==> config.mk <==
export PLATFORM = sky130hd
export DESIGN_NAME = rsc_reset_ctrl
export DESIGN_NICKNAME = d
export VERILOG_FILES = /design/src/common/rsc_pkg.sv /design/src/design/rsc_reset_ctrl.sv
export VERILOG_INCLUDE_DIRS = /design/src /design/src/common
export SDC_FILE = /design/constraint.sdc
export NUM_CORES = 1
export LEC_CHECK = 0
export BUFFER_PORTS_ARGS = -buffer_cell sky130_fd_sc_hd__buf_2
export CORE_ASPECT_RATIO = 0.5
export CORE_UTILIZATION = 35
export CTS_BUF_LIST = sky130_fd_sc_hd__clkbuf_4
export CTS_CLUSTER_DIAMETER = 150
export DETAILED_ROUTE_END_ITERATION = 6
export GPL_TIMING_DRIVEN = 0
export PLACE_DENSITY = 0.69
export SLEW_MARGIN = 20
export SYNTH_ARGS = -nofsm -noshare
export SYNTH_HDL_FRONTEND = slang
export SYNTH_SLANG_ARGS = --single-unit
==> constraint.sdc <==
create_clock -name CLK_IN -period 5.8 [get_ports CLK_IN]
set_input_delay 0.87 -clock CLK_IN [delete_from_list [all_inputs] [get_ports CLK_IN]]
set_output_delay 0.87 -clock CLK_IN [all_outputs]
set_load 0.01 [all_outputs]
==> src/common/rsc_defines.svh <==
// constants for the reset source controller
`ifndef RSC_DEFINES_SVH
`define RSC_DEFINES_SVH

// register indices, byte address is index times four
`define RSC_CTRL_IDX 10'h086
`define RSC_ISTAT_IDX 10'h088
`define RSC_ICLR_IDX 10'h089
`define RSC_IEN_IDX 10'h08A
`define RSC_CFG_IDX 10'h08B

// control register fields
`define RSC_POWER_ON_CAUSE_FLAG_BIT 7
`define RSC_PIN_RESET_CAUSE_FLAG_BIT 6
`define RSC_WATCHDOG_CAUSE_FLAG_BIT 5
`define RSC_DEBUG_CAUSE_FLAG_BIT 4
`define RSC_BROWNOUT_CAUSE_FLAG_BIT 3
`define RSC_BROWNOUT_LEVEL_SELECT_MSB 2
`define RSC_BROWNOUT_LEVEL_SELECT_LSB 1
`define RSC_BROWNOUT_ENABLE_BIT 0
`define RSC_CTRL_RST 8'h81
`define RSC_CTRL_LOW_RST 3'h1

// interrupt status bits
`define RSC_IRQ_BOOT_BIT 0
`define RSC_IRQ_BODOFF_BIT 1
`define RSC_IRQ_WDOFF_BIT 2
`define RSC_IRQ_W 3

// configuration option
`define RSC_CFG_PINRST_BIT 0
`define RSC_CFG_RST 8'h01
`define RSC_RESET_VECTOR 16'h0000

// timing
`define RSC_CLK_KHZ 10000
`define RSC_GLITCH_NS 7000
`define RSC_GLITCH_CYC ((`RSC_GLITCH_NS * `RSC_CLK_KHZ + 999999) / 1000000)
`define RSC_STAB_US 16000
`define RSC_STAB_CYC (`RSC_STAB_US * `RSC_CLK_KHZ / 1000)
`define RSC_OSC_KHZ 125
`define RSC_OSC_DIV 32
`define RSC_CFG_PERIODS 8'h30
`define RSC_CFG_CYC (`RSC_CFG_PERIODS * `RSC_OSC_DIV * `RSC_CLK_KHZ / `RSC_OSC_KHZ)
`define RSC_PROC_CYC 5

`endif

==> src/common/rsc_pkg.sv <==
// types of the reset source controller
package rsc_pkg;

   typedef enum logic [1:0] {
      RSC_LVL_1V6 = 2'h0,
      RSC_LVL_2V5 = 2'h1,
      RSC_LVL_3V6 = 2'h2,
      RSC_LVL_4V2 = 2'h3
   } rsc_bod_lvl_t;

   typedef enum {
      ST_HOLD,
      ST_STAB,
      ST_PROC,
      ST_RUN
   } rsc_state_t;

   // one bit per reset cause, in flag order
   typedef struct packed {
      logic por;
      logic pin;
      logic wdog;
      logic dbg;
      logic brownout_detector;
   } rsc_src_t;

   typedef struct packed {
      logic sel;
      logic enable;
      logic write;
      logic [11:0] addr;
      logic [31:0] wdata;
   } rsc_apb_req_t;

endpackage

==> src/design/rsc_reset_ctrl.sv <==
// reset source controller with boot sequence and cause flags
//
// The APB interface to the registers was chosen for this implementation.
`timescale 1ns/1ps
`include "rsc_defines.svh"

module rsc_reset_ctrl
   import rsc_pkg::*;
#(
   parameter int unsigned STAB_CYC = `RSC_STAB_CYC,
   parameter int unsigned CFG_CYC = `RSC_CFG_CYC,
   parameter int unsigned CNT_W = 18
) (
   // clock, reset, enable
   input wire logic CLK_IN,
   input wire logic RST_N_IN,
   input wire logic CE_IN,
   // apb slave
   input wire logic [11:0] PADDR_IN,
   input wire logic PSEL_IN,
   input wire logic PENABLE_IN,
   input wire logic PWRITE_IN,
   input wire logic [31:0] PWDATA_IN,
   output logic [31:0] PRDATA_OUT,
   output logic PREADY_OUT,
   output logic PSLVERR_OUT,
   // reset sources
   input wire logic EXT_RESET_PIN_N_IN,
   input wire logic POR_DETECT_IN,
   input wire logic WDOG_OVERFLOW_IN,
   input wire logic WATCHDOG_ENABLE_BIT_IN,
   input wire logic DEBUG_RESET_REQ_IN,
   input wire logic BOD_TRIP_IN,
   // configuration options
   input wire logic [7:0] CFG_OPTION_IN,
   output logic [7:0] CFG_VALUE_OUT,
   output logic CFG_VALID_OUT,
   // system side
   output logic SYS_RESET_N_OUT,
   output logic [15:0] PC_START_OUT,
   output logic [1:0] BROWNOUT_LEVEL_SELECT_OUT,
   output logic BROWNOUT_ENABLE_OUT,
   output logic PIN_GPIO_MODE_OUT,
   output logic IRQ_OUT
);

   localparam int unsigned GLITCH_CYC = `RSC_GLITCH_CYC;
   localparam int unsigned GLITCH_W = 7;
   localparam int unsigned PROC_CYC = `RSC_PROC_CYC;

   function automatic logic addr_is(input logic [11:0] addr, input logic [9:0] idx);
      addr_is = (addr == {idx, 2'b00});
   endfunction

   // asynchronous inputs: {bod, por, pin}
   logic [2:0] sync1_reg;
   logic [2:0] sync2_reg;
   logic pin_s;
   logic por_s;
   logic bod_s;
   logic bod_d_reg;

   // pin glitch filter
   logic [GLITCH_W-1:0] glitch_cnt_reg;
   logic [GLITCH_W-1:0] glitch_cnt_next;
   logic pin_rst_reg;
   logic pin_rst_next;

   // sequencer
   rsc_state_t state_reg;
   rsc_state_t state_next;
   logic [CNT_W-1:0] cnt_reg;
   logic [CNT_W-1:0] cnt_next;
   logic cfg_pend_reg;
   logic cfg_pend_next;
   logic [7:0] cfg_value_reg;
   logic [7:0] cfg_value_next;
   logic cfg_valid_reg;
   logic cfg_valid_next;
   logic cfg_load;
   logic stab_done;
   logic proc_done;
   logic boot_done;

   // sources
   rsc_src_t src;
   logic any_src;
   logic pin_is_reset;

   // registers
   logic [7:0] ctrl_reg;
   logic [7:0] ctrl_next;
   logic [4:0] flag_set;
   logic [4:0] flag_wclr;
   logic [4:0] flag_pclr;
   logic [4:0] flag_next;
   logic [2:0] low_next;
   logic [`RSC_IRQ_W-1:0] istat_reg;
   logic [`RSC_IRQ_W-1:0] istat_next;
   logic [`RSC_IRQ_W-1:0] ien_reg;
   logic [`RSC_IRQ_W-1:0] ien_next;
   logic [`RSC_IRQ_W-1:0] irq_evt;
   logic [`RSC_IRQ_W-1:0] irq_wclr;
   logic irq_reg;
   logic [31:0] rdata_reg;
   logic [31:0] rdata_next;
   logic [15:0] pc_start_reg;

   // apb decode
   rsc_apb_req_t req;
   logic hit_ctrl;
   logic hit_istat;
   logic hit_iclr;
   logic hit_ien;
   logic hit_cfg;
   logic hit_any;
   logic setup_rd;
   logic access;
   logic wr_en;
   logic wr_ctrl;
   logic wr_iclr;
   logic wr_ien;

   // ---------------- synchronisers and filter ----------------

   always_ff @(posedge CLK_IN or negedge RST_N_IN) begin
      if (!RST_N_IN) begin
         sync1_reg <= 3'h1;
         sync2_reg <= 3'h1;
      end else if (CE_IN) begin
         sync1_reg <= {BOD_TRIP_IN, POR_DETECT_IN, EXT_RESET_PIN_N_IN};
         sync2_reg <= sync1_reg;
      end
   end

   assign pin_s = sync2_reg[0];
   assign por_s = sync2_reg[1];
   assign bod_s = sync2_reg[2];

   // count continuous low time; a high sample restarts the count
   assign glitch_cnt_next = pin_s ? '0 :
      (glitch_cnt_reg == GLITCH_W'(GLITCH_CYC)) ? glitch_cnt_reg :
      glitch_cnt_reg + GLITCH_W'(1);
   assign pin_rst_next = !pin_s && (glitch_cnt_next == GLITCH_W'(GLITCH_CYC));

   always_ff @(posedge CLK_IN or negedge RST_N_IN) begin
      if (!RST_N_IN) begin
         glitch_cnt_reg <= '0;
         pin_rst_reg <= 1'b0;
         bod_d_reg <= 1'b0;
      end else if (CE_IN) begin
         glitch_cnt_reg <= glitch_cnt_next;
         pin_rst_reg <= pin_rst_next;
         bod_d_reg <= bod_s;
      end
   end

   // ---------------- reset sources ----------------

   // with power-on reset alone, the pin is a port pin and is ignored here
   assign pin_is_reset = cfg_value_reg[`RSC_CFG_PINRST_BIT];
   assign PIN_GPIO_MODE_OUT = !pin_is_reset;

   assign src.por = por_s;
   assign src.pin = pin_rst_reg && pin_is_reset;
   assign src.wdog = WDOG_OVERFLOW_IN && WATCHDOG_ENABLE_BIT_IN;
   assign src.dbg = DEBUG_RESET_REQ_IN;
   // the analog comparator trips against the selected level
   assign src.brownout_detector = bod_s && ctrl_reg[`RSC_BROWNOUT_ENABLE_BIT];
   assign any_src = |src;

   // ---------------- boot sequencer ----------------

   // the interval timer restarts whenever any source is asserted
   assign stab_done = (cnt_reg == CNT_W'(STAB_CYC - 1));
   assign proc_done = (cnt_reg == CNT_W'(PROC_CYC - 1));
   assign cfg_load = (state_reg == ST_STAB) && cfg_pend_reg &&
      (cnt_reg == CNT_W'(CFG_CYC - 1));
   assign boot_done = (state_reg == ST_PROC) && proc_done && !any_src;

   always_comb begin
      state_next = state_reg;
      cnt_next = cnt_reg;
      case (state_reg)
         ST_HOLD: begin
            cnt_next = '0;
            if (!any_src) begin
               state_next = ST_STAB;
            end
         end
         ST_STAB: begin
            if (any_src) begin
               state_next = ST_HOLD;
               cnt_next = '0;
            end else if (stab_done) begin
               state_next = ST_PROC;
               cnt_next = '0;
            end else begin
               cnt_next = cnt_reg + CNT_W'(1);
            end
         end
         ST_PROC: begin
            if (any_src) begin
               state_next = ST_HOLD;
               cnt_next = '0;
            end else if (proc_done) begin
               state_next = ST_RUN;
               cnt_next = '0;
            end else begin
               cnt_next = cnt_reg + CNT_W'(1);
            end
         end
         default: begin
            cnt_next = '0;
            if (any_src) begin
               state_next = ST_HOLD;
            end
         end
      endcase
   end

   // options are read once per power-on, part way through the delay
   assign cfg_pend_next = src.por ? 1'b1 : (cfg_load ? 1'b0 : cfg_pend_reg);
   assign cfg_value_next = cfg_load ? CFG_OPTION_IN : cfg_value_reg;
   assign cfg_valid_next = src.por ? 1'b0 : (cfg_load ? 1'b1 : cfg_valid_reg);

   always_ff @(posedge CLK_IN or negedge RST_N_IN) begin
      if (!RST_N_IN) begin
         state_reg <= ST_HOLD;
         cnt_reg <= '0;
         cfg_pend_reg <= 1'b1;
         cfg_value_reg <= `RSC_CFG_RST;
         cfg_valid_reg <= 1'b0;
         pc_start_reg <= `RSC_RESET_VECTOR;
      end else if (CE_IN) begin
         state_reg <= state_next;
         cnt_reg <= cnt_next;
         cfg_pend_reg <= cfg_pend_next;
         cfg_value_reg <= cfg_value_next;
         cfg_valid_reg <= cfg_valid_next;
         if (boot_done) begin
            pc_start_reg <= `RSC_RESET_VECTOR;
         end
      end
   end

   assign SYS_RESET_N_OUT = (state_reg == ST_RUN);
   assign PC_START_OUT = pc_start_reg;
   assign CFG_VALUE_OUT = cfg_value_reg;
   assign CFG_VALID_OUT = cfg_valid_reg;

   // ---------------- apb decode ----------------

   assign req = '{sel: PSEL_IN, enable: PENABLE_IN, write: PWRITE_IN,
      addr: PADDR_IN, wdata: PWDATA_IN};

   assign hit_ctrl = addr_is(req.addr, `RSC_CTRL_IDX);
   assign hit_istat = addr_is(req.addr, `RSC_ISTAT_IDX);
   assign hit_iclr = addr_is(req.addr, `RSC_ICLR_IDX);
   assign hit_ien = addr_is(req.addr, `RSC_IEN_IDX);
   assign hit_cfg = addr_is(req.addr, `RSC_CFG_IDX);
   assign hit_any = hit_ctrl || hit_istat || hit_iclr || hit_ien || hit_cfg;

   // no wait states; a frozen clock stalls the bus instead
   assign PREADY_OUT = CE_IN;
   assign access = req.sel && req.enable;
   assign setup_rd = req.sel && !req.enable && !req.write;
   assign wr_en = access && req.write && CE_IN;
   assign wr_ctrl = wr_en && hit_ctrl;
   assign wr_iclr = wr_en && hit_iclr;
   assign wr_ien = wr_en && hit_ien;
   assign PSLVERR_OUT = access && !hit_any;

   // ---------------- cause flags and brown-out control ----------------

   // flags sit in bits 7..3 in the same order as the source struct
   assign flag_set = src;
   assign flag_wclr = wr_ctrl ? ~req.wdata[7:3] : 5'h00;
   // power-on wipes the other causes but never its own flag
   assign flag_pclr = {1'b0, {4{src.por}}};
   // a new cause beats a clear in the same cycle
   assign flag_next = (ctrl_reg[7:3] & ~flag_wclr & ~flag_pclr) | flag_set;

   // any system reset returns level and enable to their defaults
   assign low_next = any_src ? `RSC_CTRL_LOW_RST :
      (wr_ctrl ? req.wdata[2:0] : ctrl_reg[2:0]);
   assign ctrl_next = {flag_next, low_next};

   assign BROWNOUT_LEVEL_SELECT_OUT = ctrl_reg[`RSC_BROWNOUT_LEVEL_SELECT_MSB:`RSC_BROWNOUT_LEVEL_SELECT_LSB];
   assign BROWNOUT_ENABLE_OUT = ctrl_reg[`RSC_BROWNOUT_ENABLE_BIT];

   // ---------------- interrupts ----------------

   assign irq_evt[`RSC_IRQ_BOOT_BIT] = boot_done;
   assign irq_evt[`RSC_IRQ_BODOFF_BIT] = bod_s && !bod_d_reg && !ctrl_reg[`RSC_BROWNOUT_ENABLE_BIT];
   assign irq_evt[`RSC_IRQ_WDOFF_BIT] = WDOG_OVERFLOW_IN && !WATCHDOG_ENABLE_BIT_IN;
   assign irq_wclr = wr_iclr ? req.wdata[`RSC_IRQ_W-1:0] : '0;
   assign istat_next = (istat_reg & ~irq_wclr) | irq_evt;
   assign ien_next = wr_ien ? req.wdata[`RSC_IRQ_W-1:0] : ien_reg;

   // ---------------- read data ----------------

   always_comb begin
      rdata_next = rdata_reg;
      if (setup_rd) begin
         rdata_next = 32'h0000_0000;
         if (hit_ctrl) begin
            rdata_next[7:0] = ctrl_reg;
         end else if (hit_istat) begin
            rdata_next[`RSC_IRQ_W-1:0] = istat_reg;
         end else if (hit_ien) begin
            rdata_next[`RSC_IRQ_W-1:0] = ien_reg;
         end else if (hit_cfg) begin
            rdata_next[8:0] = {cfg_valid_reg, cfg_value_reg};
         end
      end
   end

   always_ff @(posedge CLK_IN or negedge RST_N_IN) begin
      if (!RST_N_IN) begin
         ctrl_reg <= `RSC_CTRL_RST;
         istat_reg <= '0;
         ien_reg <= '0;
         irq_reg <= 1'b0;
         rdata_reg <= 32'h0000_0000;
      end else if (CE_IN) begin
         ctrl_reg <= ctrl_next;
         istat_reg <= istat_next;
         ien_reg <= ien_next;
         irq_reg <= |(istat_next & ien_next);
         rdata_reg <= rdata_next;
      end
   end

   assign PRDATA_OUT = rdata_reg;
   assign IRQ_OUT = irq_reg;

endmodule

==> results.ini, run 1 <==
[timing]
timing.final.crit_share_pct=52.1
setup_ws_ps=2780
slew_headroom_pct=31.9
rsz0062_at_grt=false
period_minus_slack_ps=3020
setup_tns_ps=0
hold_slack_ps=338
finalSetupViolations=0
worst_pin_slew_ps=1020
slew_violations=0
max_freq_mhz=331
finClkSkew_ps=29.0
final-hold-violation-count=0

[clock_network]
cts_buffers=9
clk_latency_ps=440
cts_tree=built
path_clk_slew_ps=120
holdBufCountCts=0
cts_resized=0
cts_max_level=3
postCtsSetupBuffers=0
clockBufferDepth=2
root_buffer=clkbuf_4
cts_sinks=69

[synthesis]
syn_inst=407
avgSynthCellArea_um2=9.68
synth.distinct_cells=60
synth_edf_count=0
ys_async_sr_fraction_pct=100
yosys_warnings=0
synth_area_um2=3940
ys_seq_area_share_pct=44.0
ys_ff_latch=69
synth_ff_type=dfrtp_1

[cells_and_area]
area_growth_pct=21.0
regArea_um2=1730
drive_gt1_share_pct=30.5
diodes=0
nFillCells=1010
largest_reg_flops=18
multiInputGateArea_um2=1910
fin_nets=592

[placed_design]
io_buffer_count=63
place_ws_ps=2800
place_congestion=0.841
hpwl_um=7020

[die]
core.rowCount=26
ios=129
coreArea_um2=10600
die_x_um=152
fp.dieArea_um2=11700
die_y_um=77.0
initial_core_util_pct=37.3

[grt]
grt_pass1_vias=3113
grt_max_degree=47
grt_overflow=0
antenna_found_initial=0
grt_pass1_wl_um=15700
track_usage_pct=16.8

[setup_path]
critPathTopFamily=simple AND/OR/NAND/NOR gates
crit_path_end_kind=primary output
crit_path_cell_trace=buf_2, or4b_1, a21boi_0, o311a_1, buf_2
path_class=primary input to primary output
crit_buf_inv=2
path_common_cell=buf_2
cp_slowest_cell=or4b_1
start_kind=primary input
critPathArrivalTime_ps=2150
critPathMaxStageDelay_ps=580
cp_data_required_time_ps=4930
crit_fanout=3

[power_and_ir_drop]
total_power_mw=1.15
p_leak_nw=2.27
internal_power_mw=0.796
power.switching_mw=0.351
power_frac_seq_pct=48.4
p_sw_share_pct=30.6
p_comb_share_pct=19.4
clkPwrFrac_pct=32.2
vdd_ir_drop_max_mv=0.115
powerDensity_nw_per_um2=240

[routing]
vias_per_cell=5.04
wl_um=9440
first_iter_violations=278
dr.pass1.iters=7
drc=23
vias=3353
wire_per_inst_um=14.2
antenna_left=0

[worst_hold_path]
worstHoldPathType=primary input to async pin

[run_status]
violations=design-rule violations
status=complete, but fails checks

[run]
cap_violations=0

[logic make-up (layout without fill, tap and decap cells)]
| logic type | after synthesis | count (layout) | synth area share [%] |
|---|---|---|---|
| flops | 69 | 69 | 44.0 |
| other cells | 1 | 39 | 0.0952 |
| fa+ha+maj | 8 | 8 | 2.54 |
| compound gates | 105 | 105 | 18.0 |
| buf+inv | 71 | 151 | 11.2 |
| mux | 22 | 22 | 6.19 |
| simple gates | 125 | 125 | 16.6 |
| xor+xnor | 6 | 6 | 1.33 |
[power by group through the flow]
stage	Sequential, mW	Combinational, mW	Clock [mW]
floorplan	0.561	0.147	0
global placement	0.562	0.214	0
CTS	0.554	0.222	0.373
finish	0.555	0.222	0.370
detailed placement	0.563	0.222	0
global route	0.562	0.248	0.392
[cell usage in the layout, fill, tap and decap left out, types with 6 or more instances in the layout]
| cell | instances |
|---|---|
| and3_1 | 7 |
| dfstp_2 | 6 |
| nand3_1 | 14 |
| a22o_1 | 7 |
| buf_4 | 43 |
| conb_1 | 39 |
| a22oi_1 | 7 |
| dfrtp_1 | 63 |
| clkbuf_1 | 10 |
| a21oi_1 | 24 |
| buf_2 | 65 |
| nand2_1 | 34 |
| mux2_2 | 19 |
| inv_1 | 13 |
| a31oi_1 | 14 |
| ha_1 | 8 |
| o21ai_0 | 18 |
| clkbuf_4 | 9 |
| nor2_1 | 25 |
| nor3_1 | 7 |
[synth_stat cells (5+ instances only)]
library cell  number  area (µm²)
clkbuf_1          10        37.5
buf_4             42         315
a22o_1             7        61.3
nand3_1           14        70.1
a22oi_1            7        52.6
o21ai_0           18        90.1
nor2_1            25        93.8
nand4_1            5        31.3
inv_1             13        48.8
nand2b_1           5        31.3
a21oi_1           24         120
xnor2_1            5        43.8
and3_1             7        43.8
dfstp_2            6         158
ha_1               8         100
a31oi_1           14        87.6
dfrtp_1           63        1580
nor3_1             7        35.0
nand2_1           34         128
mux2_2            19         214
[stage by stage]
step	util, %	instances	area [µm²]
floorplan	-	445	4080
global placement	43.2	648	4570
detailed placement	43.5	649	4600
CTS	45.1	665	4770
global route	45.1	665	4770
finish	45.1	665	4770
[area by class of cell]
| class | count | area share [%] |
|---|---|---|
| inverter | 14 | 1.10 |
| timing repair buffer | 64 | 7.24 |
| tap | 140 | 3.67 |
| sequential | 69 | 36.4 |
| multi-input combinational | 305 | 40.0 |
| clock buffer | 9 | 1.42 |
| buffer | 57 | 8.14 |
| clock inverter | 7 | 2.05 |
[path summary, 6_finish.rpt]
| path | endpoint | depth (start not counted) | startpoint | slack [ps] |
|---|---|---|---|---|
| min in group CLK_IN | cfg_pend_reg | 2 | cfg_pend_reg | 480 |
| min | cnt_reg[15] | 1 | RST_N_IN | 340 |
| min reg2reg | cfg_pend_reg | 2 | cfg_pend_reg | 480 |
| max in group asynchronous | ctrl_reg[7] | 2 | RST_N_IN | 4870 |
| max | PSLVERR_OUT | 5 | PADDR_IN[7] | 2780 |
| max reg2reg | CFG_VALUE_OUT[7] | 5 | cnt_reg[1] | 3340 |
[per-layer routing]
layer	vias up	wire (µm)	share of wire [%]	track usage, %
li1	1628	-	-	-
met1	1592	4500	48	22.9
met2	126	4220	45	26.2
met3	7	646	6.8	4.18
met4	0	76	0.80	4.90
met5	-	0	0	0
No activity file was read; power rests on OpenSTA's default activity.
==> inputs of run 2 (changes only) <==
==> constraint.sdc (replaced) <==
create_clock -name CLK_IN -period 3 [get_ports CLK_IN]
set_input_delay 0.45 -clock CLK_IN [delete_from_list [all_inputs] [get_ports CLK_IN]]
set_output_delay 0.45 -clock CLK_IN [all_outputs]
set_load 0.01 [all_outputs]
==> results.ini, run 2 (synthesized netlist as in run 1, its figures left out) <==
[timing]
slew_headroom_pct=33.0  ; +1.2 points
finClkSkew_ps=29.7  ; +0.733 ps
slew_violations=0  ; unchanged
setup_tns_ps=0  ; unchanged
timing.final.crit_share_pct=82.1
max_freq_mhz=406
setup_ws_ps=538  ; -2240 ps
rsz0062_at_grt=false
final-hold-violation-count=0  ; unchanged
worst_pin_slew_ps=1000  ; -17.5 ps
period_minus_slack_ps=2460
finalSetupViolations=0  ; unchanged

[placed_design]
place_congestion=0.841  ; unchanged
io_buffer_count=63  ; unchanged
hpwl_um=7020  ; unchanged
place_area_um2=4600  ; unchanged
place_ws_ps=520  ; -2280 ps

[routing]
dr.pass1.iters=7  ; unchanged
first_iter_violations=319  ; +15%
wire_per_inst_um=14.2  ; -0.23%
drc=23  ; unchanged
vias_per_cell=5.02  ; -0.42%
antenna_left=0  ; unchanged
vias=3344  ; -0.27%
wl_um=9430  ; about the same

[die]
fp.dieArea_um2=11700  ; unchanged
coreArea_um2=10600  ; unchanged
die_x_um=152  ; unchanged
die_y_um=77.0  ; unchanged
core.rowCount=26  ; unchanged
initial_core_util_pct=37.3  ; unchanged
ios=129  ; unchanged

[run]
cap_violations=0  ; unchanged

[run_status]
violations=design-rule violations
status=complete, but fails checks

[power_and_ir_drop]
total_power_mw=2.22  ; +94%
vdd_ir_drop_max_mv=0.223  ; +94%
p_leak_nw=2.28  ; +0.18%
powerDensity_nw_per_um2=464  ; +93%

[setup_path]
crit_fanout=10  ; +7
start_kind=flip-flop
crit_path_end_kind=flip-flop
r2r_cells=5  ; unchanged
cp_data_required_time_ps=3320  ; -1610 ps
critPathArrivalTime_ps=2780  ; +630 ps
path_class=flip-flop to flip-flop

[grt]
track_usage_pct=16.8  ; about the same
antenna_found_initial=0  ; unchanged
grt_pass1_vias=3120  ; +0.22%
grt_overflow=0  ; unchanged
grt_max_degree=47  ; unchanged
grt_pass1_wl_um=15700  ; about the same

[clock_network]
cts_sinks=69  ; unchanged
clk_latency_ps=450  ; about the same
postCtsSetupBuffers=0  ; unchanged
clockBufferDepth=2  ; unchanged
cts_tree=built
cts_buffers=9  ; unchanged
path_clk_slew_ps=150  ; +30 ps
cts_max_level=3  ; unchanged
root_buffer=clkbuf_4

[cells_and_area]
fin_area_um2=4780  ; +0.21%
largest_reg_flops=18  ; unchanged
final_common_cell=buf_2
diodes=0  ; unchanged
drive_gt1_share_pct=30.4  ; -0.058 points
utilization_pct=45.2  ; +0.095 points
fin_nets=593  ; +0.17%
area_growth_pct=21.3
layout_common_cells=65 x buf_2, 63 x dfrtp_1, 43 x buf_4

[worst_hold_path]
worstHoldPathType=primary input to flip-flop
worstHoldPathCells=2

[run 2: cell count changes in the layout (fill, tap and decap cells not counted), sizes merged]
cell | before | now
dlygate4sd3 | 0 | 1
[run 2: power breakdown]
| part | internal, mW | switching [mW] | leakage, nW |
|---|---|---|---|
| registers | 1.00 | 0.0683 | 0.892 |
| clock network | 0.342 | 0.374 | 0.0846 |
| logic | 0.193 | 0.237 | 1.30 |
[run 2: worst paths after layout]
path                                  start               end  slack [ps]
setup / recovery                 cnt_reg[1]  CFG_VALUE_OUT[7]         540
hold / removal             CFG_OPTION_IN[2]  CFG_VALUE_OUT[2]         230
setup reg to reg                 cnt_reg[1]  CFG_VALUE_OUT[7]         540
hold reg to reg                cfg_pend_reg      cfg_pend_reg         480
max in group asynchronous          RST_N_IN       ctrl_reg[7]        1950
min in group asynchronous          RST_N_IN       cnt_reg[15]         450
[run 2: through the flow]
step	hold slack, ps	instances
after floorplan	154	445
after global placement	458	648
after detailed placement	383	649
after CTS	221	666
after global routing	210	666
final	227	666
[run 2: per-layer routing]
metal,global-route usage (%),routed length (µm),part of all wire [%],vias to the layer above
met4,4.90,87,0.92,0
met5,0,0,0,-
met1,22.9,4590,49,1592
li1,-,-,-,1630
met2,26.3,4190,44,112
met3,4.18,558,5.9,10
[run 2: cell type report]
cell class	instances	area (µm²)
fill	1009	5800
multi-input combinational	305	1910
sequential	69	1730
buffer	57	388
timing repair buffer	65	355
tap	140	175
clock inverter	7	97.6
clock buffer	9	67.6
inverter	14	52.6
[run 2: repair_timing]
action                                 CTS  global route
gates resized for setup                  0             0
hold buffers                             1             0
endpoints found under the hold margin   19             0
[run 2: critical path: stages, from the launching register on]
cell     delay, ps
dfrtp_1        440
ha_1           250
nand3_1        130
nor3_1         470
nand3_1        600
mux2_2         470
==> inputs of run 3 (changes only) <==
--- a/config.mk
+++ b/config.mk
@@ -6,6 +6,7 @@
 export SDC_FILE = /design/constraint.sdc
 export NUM_CORES = 1
 export LEC_CHECK = 0
+export ABC_AREA = 1
 export BUFFER_PORTS_ARGS = -buffer_cell sky130_fd_sc_hd__buf_2
 export CORE_ASPECT_RATIO = 0.5
 export CORE_UTILIZATION = 35
@@ -13,7 +14,7 @@
 export CTS_CLUSTER_DIAMETER = 150
 export DETAILED_ROUTE_END_ITERATION = 6
 export GPL_TIMING_DRIVEN = 0
-export PLACE_DENSITY = 0.69
+export PLACE_DENSITY = 0.7
 export SLEW_MARGIN = 20
 export SYNTH_ARGS = -nofsm -noshare
 export SYNTH_HDL_FRONTEND = slang
==> constraint.sdc (replaced) <==
create_clock -name CLK_IN -period 2 [get_ports CLK_IN]
set_input_delay 0.3 -clock CLK_IN [delete_from_list [all_inputs] [get_ports CLK_IN]]
set_output_delay 0.3 -clock CLK_IN [all_outputs]
set_load 0.01 [all_outputs]
==> results.ini, run 3 <==
[run_status]
status=finished clean

[power_and_ir_drop]
vdd_ir_drop_max_mv=0.282  ; +27%
p_leak_nw=2.56  ; +12%
powerDensity_nw_per_um2=639  ; +38%

[routing]
first_iter_violations=306  ; -4.1%
vias=3874  ; +16%
wl_um=10300  ; +9.2%
dr.pass1.iters=4  ; -3
wire_per_inst_um=12.4  ; -12%
antenna_left=0  ; unchanged
drc=0  ; -100%
vias_per_cell=4.68  ; -6.8%

[timing]
slew_headroom_pct=64.5  ; +32 points
period_minus_slack_ps=1830  ; -630 ps
slew_violations=0  ; unchanged
worst_pin_slew_ps=532  ; -470 ps
setup_tns_ps=0  ; unchanged
setup_ws_ps=168  ; -370 ps
finClkSkew_ps=9.86  ; -19.9 ps
finalSetupViolations=0  ; unchanged
rsz0062_at_grt=false
timing.final.crit_share_pct=91.6  ; +9.5 points
final-hold-violation-count=0  ; unchanged
max_freq_mhz=546  ; +34%

[run]
cap_violations=0  ; unchanged

[setup_path]
r2r_end=cnt_reg[6]
cp_data_required_time_ps=2300  ; -1020 ps
critPathArrivalTime_ps=2130  ; -650 ps
path_class=flip-flop to flip-flop
start_kind=flip-flop
reg2reg_from=cnt_reg[0]
crit_fanout=10  ; unchanged
r2r_cells=11  ; +6
crit_path_end_kind=flip-flop
r2r_slack_ps=170  ; -370 ps

[synthesis]
yosysMostFrequentCell=nand2_1
synth_area_um2=4170  ; +5.9%
yosys_warnings=0  ; unchanged
netlist_top_cells_count=123 x nand2_1, 65 x nor2_1, 63 x dfrtp_1
syn_inst=547  ; +34%
synth_edf_count=0  ; unchanged
ys_ff_latch=69  ; unchanged
synth_area_leaders=dfrtp_1 38%, nand2_1 11%, buf_4 7.9%, nor2_1 5.9%, nand3_1 5.4%
synth_ff_type=dfrtp_1
synth_top_area_share_pct=37.8  ; -2.2 points
ys_seq_area_share_pct=41.6  ; -2.4 points
avgSynthCellArea_um2=7.62  ; -21%
synth.largest_area_cell=dfrtp_1
ys_async_sr_fraction_pct=100  ; unchanged
synth.distinct_cells=37  ; -38%

[die]
core.rowCount=27  ; +3.8%
die_x_um=156  ; +2.9%
fp.dieArea_um2=12400  ; +5.8%
die_y_um=79.2  ; +2.8%
initial_core_util_pct=37.0  ; -0.30 points
ios=129  ; unchanged
coreArea_um2=11300  ; +6.7%

[cells_and_area]
final_common_cell=nand2_1
largest_reg_flops=18  ; unchanged
fin_nets=736  ; +24%
diodes=0  ; unchanged
layout_common_cells=122 x nand2_1, 63 x nor2_1, 63 x buf_2
nFillCells=1140  ; +13%
drive_gt1_share_pct=23.2  ; -7.2 points
area_growth_pct=22.2

[clock_network]
cts_tree=built
cts_max_level=3  ; unchanged
path_clk_slew_ps=110  ; -40 ps
clk_latency_ps=440  ; about the same
root_buffer=clkbuf_4
clockBufferDepth=2  ; unchanged
cts_buffers=9  ; unchanged
cts_sinks=69  ; unchanged

[placed_design]
hpwl_um=7860  ; +12%
place_ws_ps=-111  ; -630 ps
io_buffer_count=63  ; unchanged
place_congestion=0.918  ; +9.2%

[worst_hold_path]
worstHoldPathType=primary input to flip-flop
hold_end=sync1_reg[0]
worstHoldPathCells=3  ; +1
min_from=EXT_RESET_PIN_N_IN

[grt]
grt_pass1_vias=3487  ; +12%
grt_max_degree=56  ; +19%
grt_overflow=0  ; unchanged
grt_pass1_wl_um=16800  ; +6.7%
track_usage_pct=17.4  ; +0.63 points
antenna_found_initial=0  ; unchanged

==> run 3: cell count changes in the layout (fill, tap and decap cells not counted), moves of 11 or more <==
cell	before	now
a21oi_1	24	4
inv_1	13	50
mux2_2	19	0
nand2_1	34	122
nand3_1	14	44
nor2_1	25	63
nor3_1	7	26
o22ai_1	2	13
==> run 3: final cells by class <==
class / instances / area (µm²) / share of cell area [%]
clock inverters: 7 / 100 / 1.96
repair buffers: 68 / 378 / 7.42
inverters: 52 / 198 / 3.88
multi-input cells: 411 / 2040 / 40.1
well taps: 159 / 199 / 3.90
flip-flops and latches: 69 / 1740 / 34.1
clock buffers: 9 / 67.6 / 1.33
plain buffers: 53 / 377 / 7.39
==> run 3: layer usage <==
layer  vias up  wire [µm]  GRT usage (%)
met5         -          0              0
met4         0        161           5.39
met3        17        592           3.98
met2       107       4670           29.1
met1      1785       4880           22.4
li1       1965          -              -
==> run 3: worst max-delay path by stage <==
stage / start / endpoint / slack (ps) / cells past startpoint
2_1_floorplan: cnt_reg[0] / cnt_reg[0] / 310 / 11
3_3_place_gp: cnt_reg[0] / cnt_reg[11] / -50 / 11
3_5_place_dp: cnt_reg[0] / cnt_reg[6] / -110 / 11
4_1_cts: cnt_reg[1] / cnt_reg[6] / 20 / 11
5_1_grt: cnt_reg[0] / CFG_VALUE_OUT[4] / 10 / 12
6_report: cnt_reg[0] / cnt_reg[6] / 170 / 11
==> run 3: cells by family after synthesis <==
logic type | synth area share [%]
flip-flops | 41.6
XOR/XNOR | 2.73
other | 0.0899
AND/OR/NAND/NOR | 31.5
adder cells (fa/ha/maj) | 2.40
buffers and inverters | 13.7
AO/OA/AOI/OAI | 7.74
multiplexers | 0.240
==> run 3: worst max-delay path: stages, from the launching register on <==
cell and delay (ps):
dfrtp_2 400, ha_1 180, nand2_2 90, nor2_2 140, nand3_2 100, nor2_2 160, nand2_1 90, nand3_1 110
nand2_4 100, nand2_4 90, buf_6 140, o22ai_1 90
==> run 3: what timing repair did <==
action                                  CTS  global route
hold buffers                              1             0
resized for setup                         3             7
buffers inserted                          1             2
pin swaps                                 0             1
endpoints found under the setup margin   11            11
hold endpoints to repair                 14             0
==> run 3: power breakdown <==
group          switching, mW  internal (mW)
combinational          0.375          0.247
sequential            0.0845           1.49
clock                  0.549          0.509
total                   1.01           2.25
==> run 3: per-stage QoR <==
stage                     cells  area [µm²]  hold slack [ps]  power, mW  util (%)
after floorplan             585        4310             4.41       1.99         -
after global placement      807        4830              461       2.18      42.8
after detailed placement    808        4860              179       2.20      43.0
after CTS                   826        5050             37.7       3.26      44.8
after global routing        828        5090             47.1       3.44      45.2
final                       828        5090             63.1       3.25      45.2
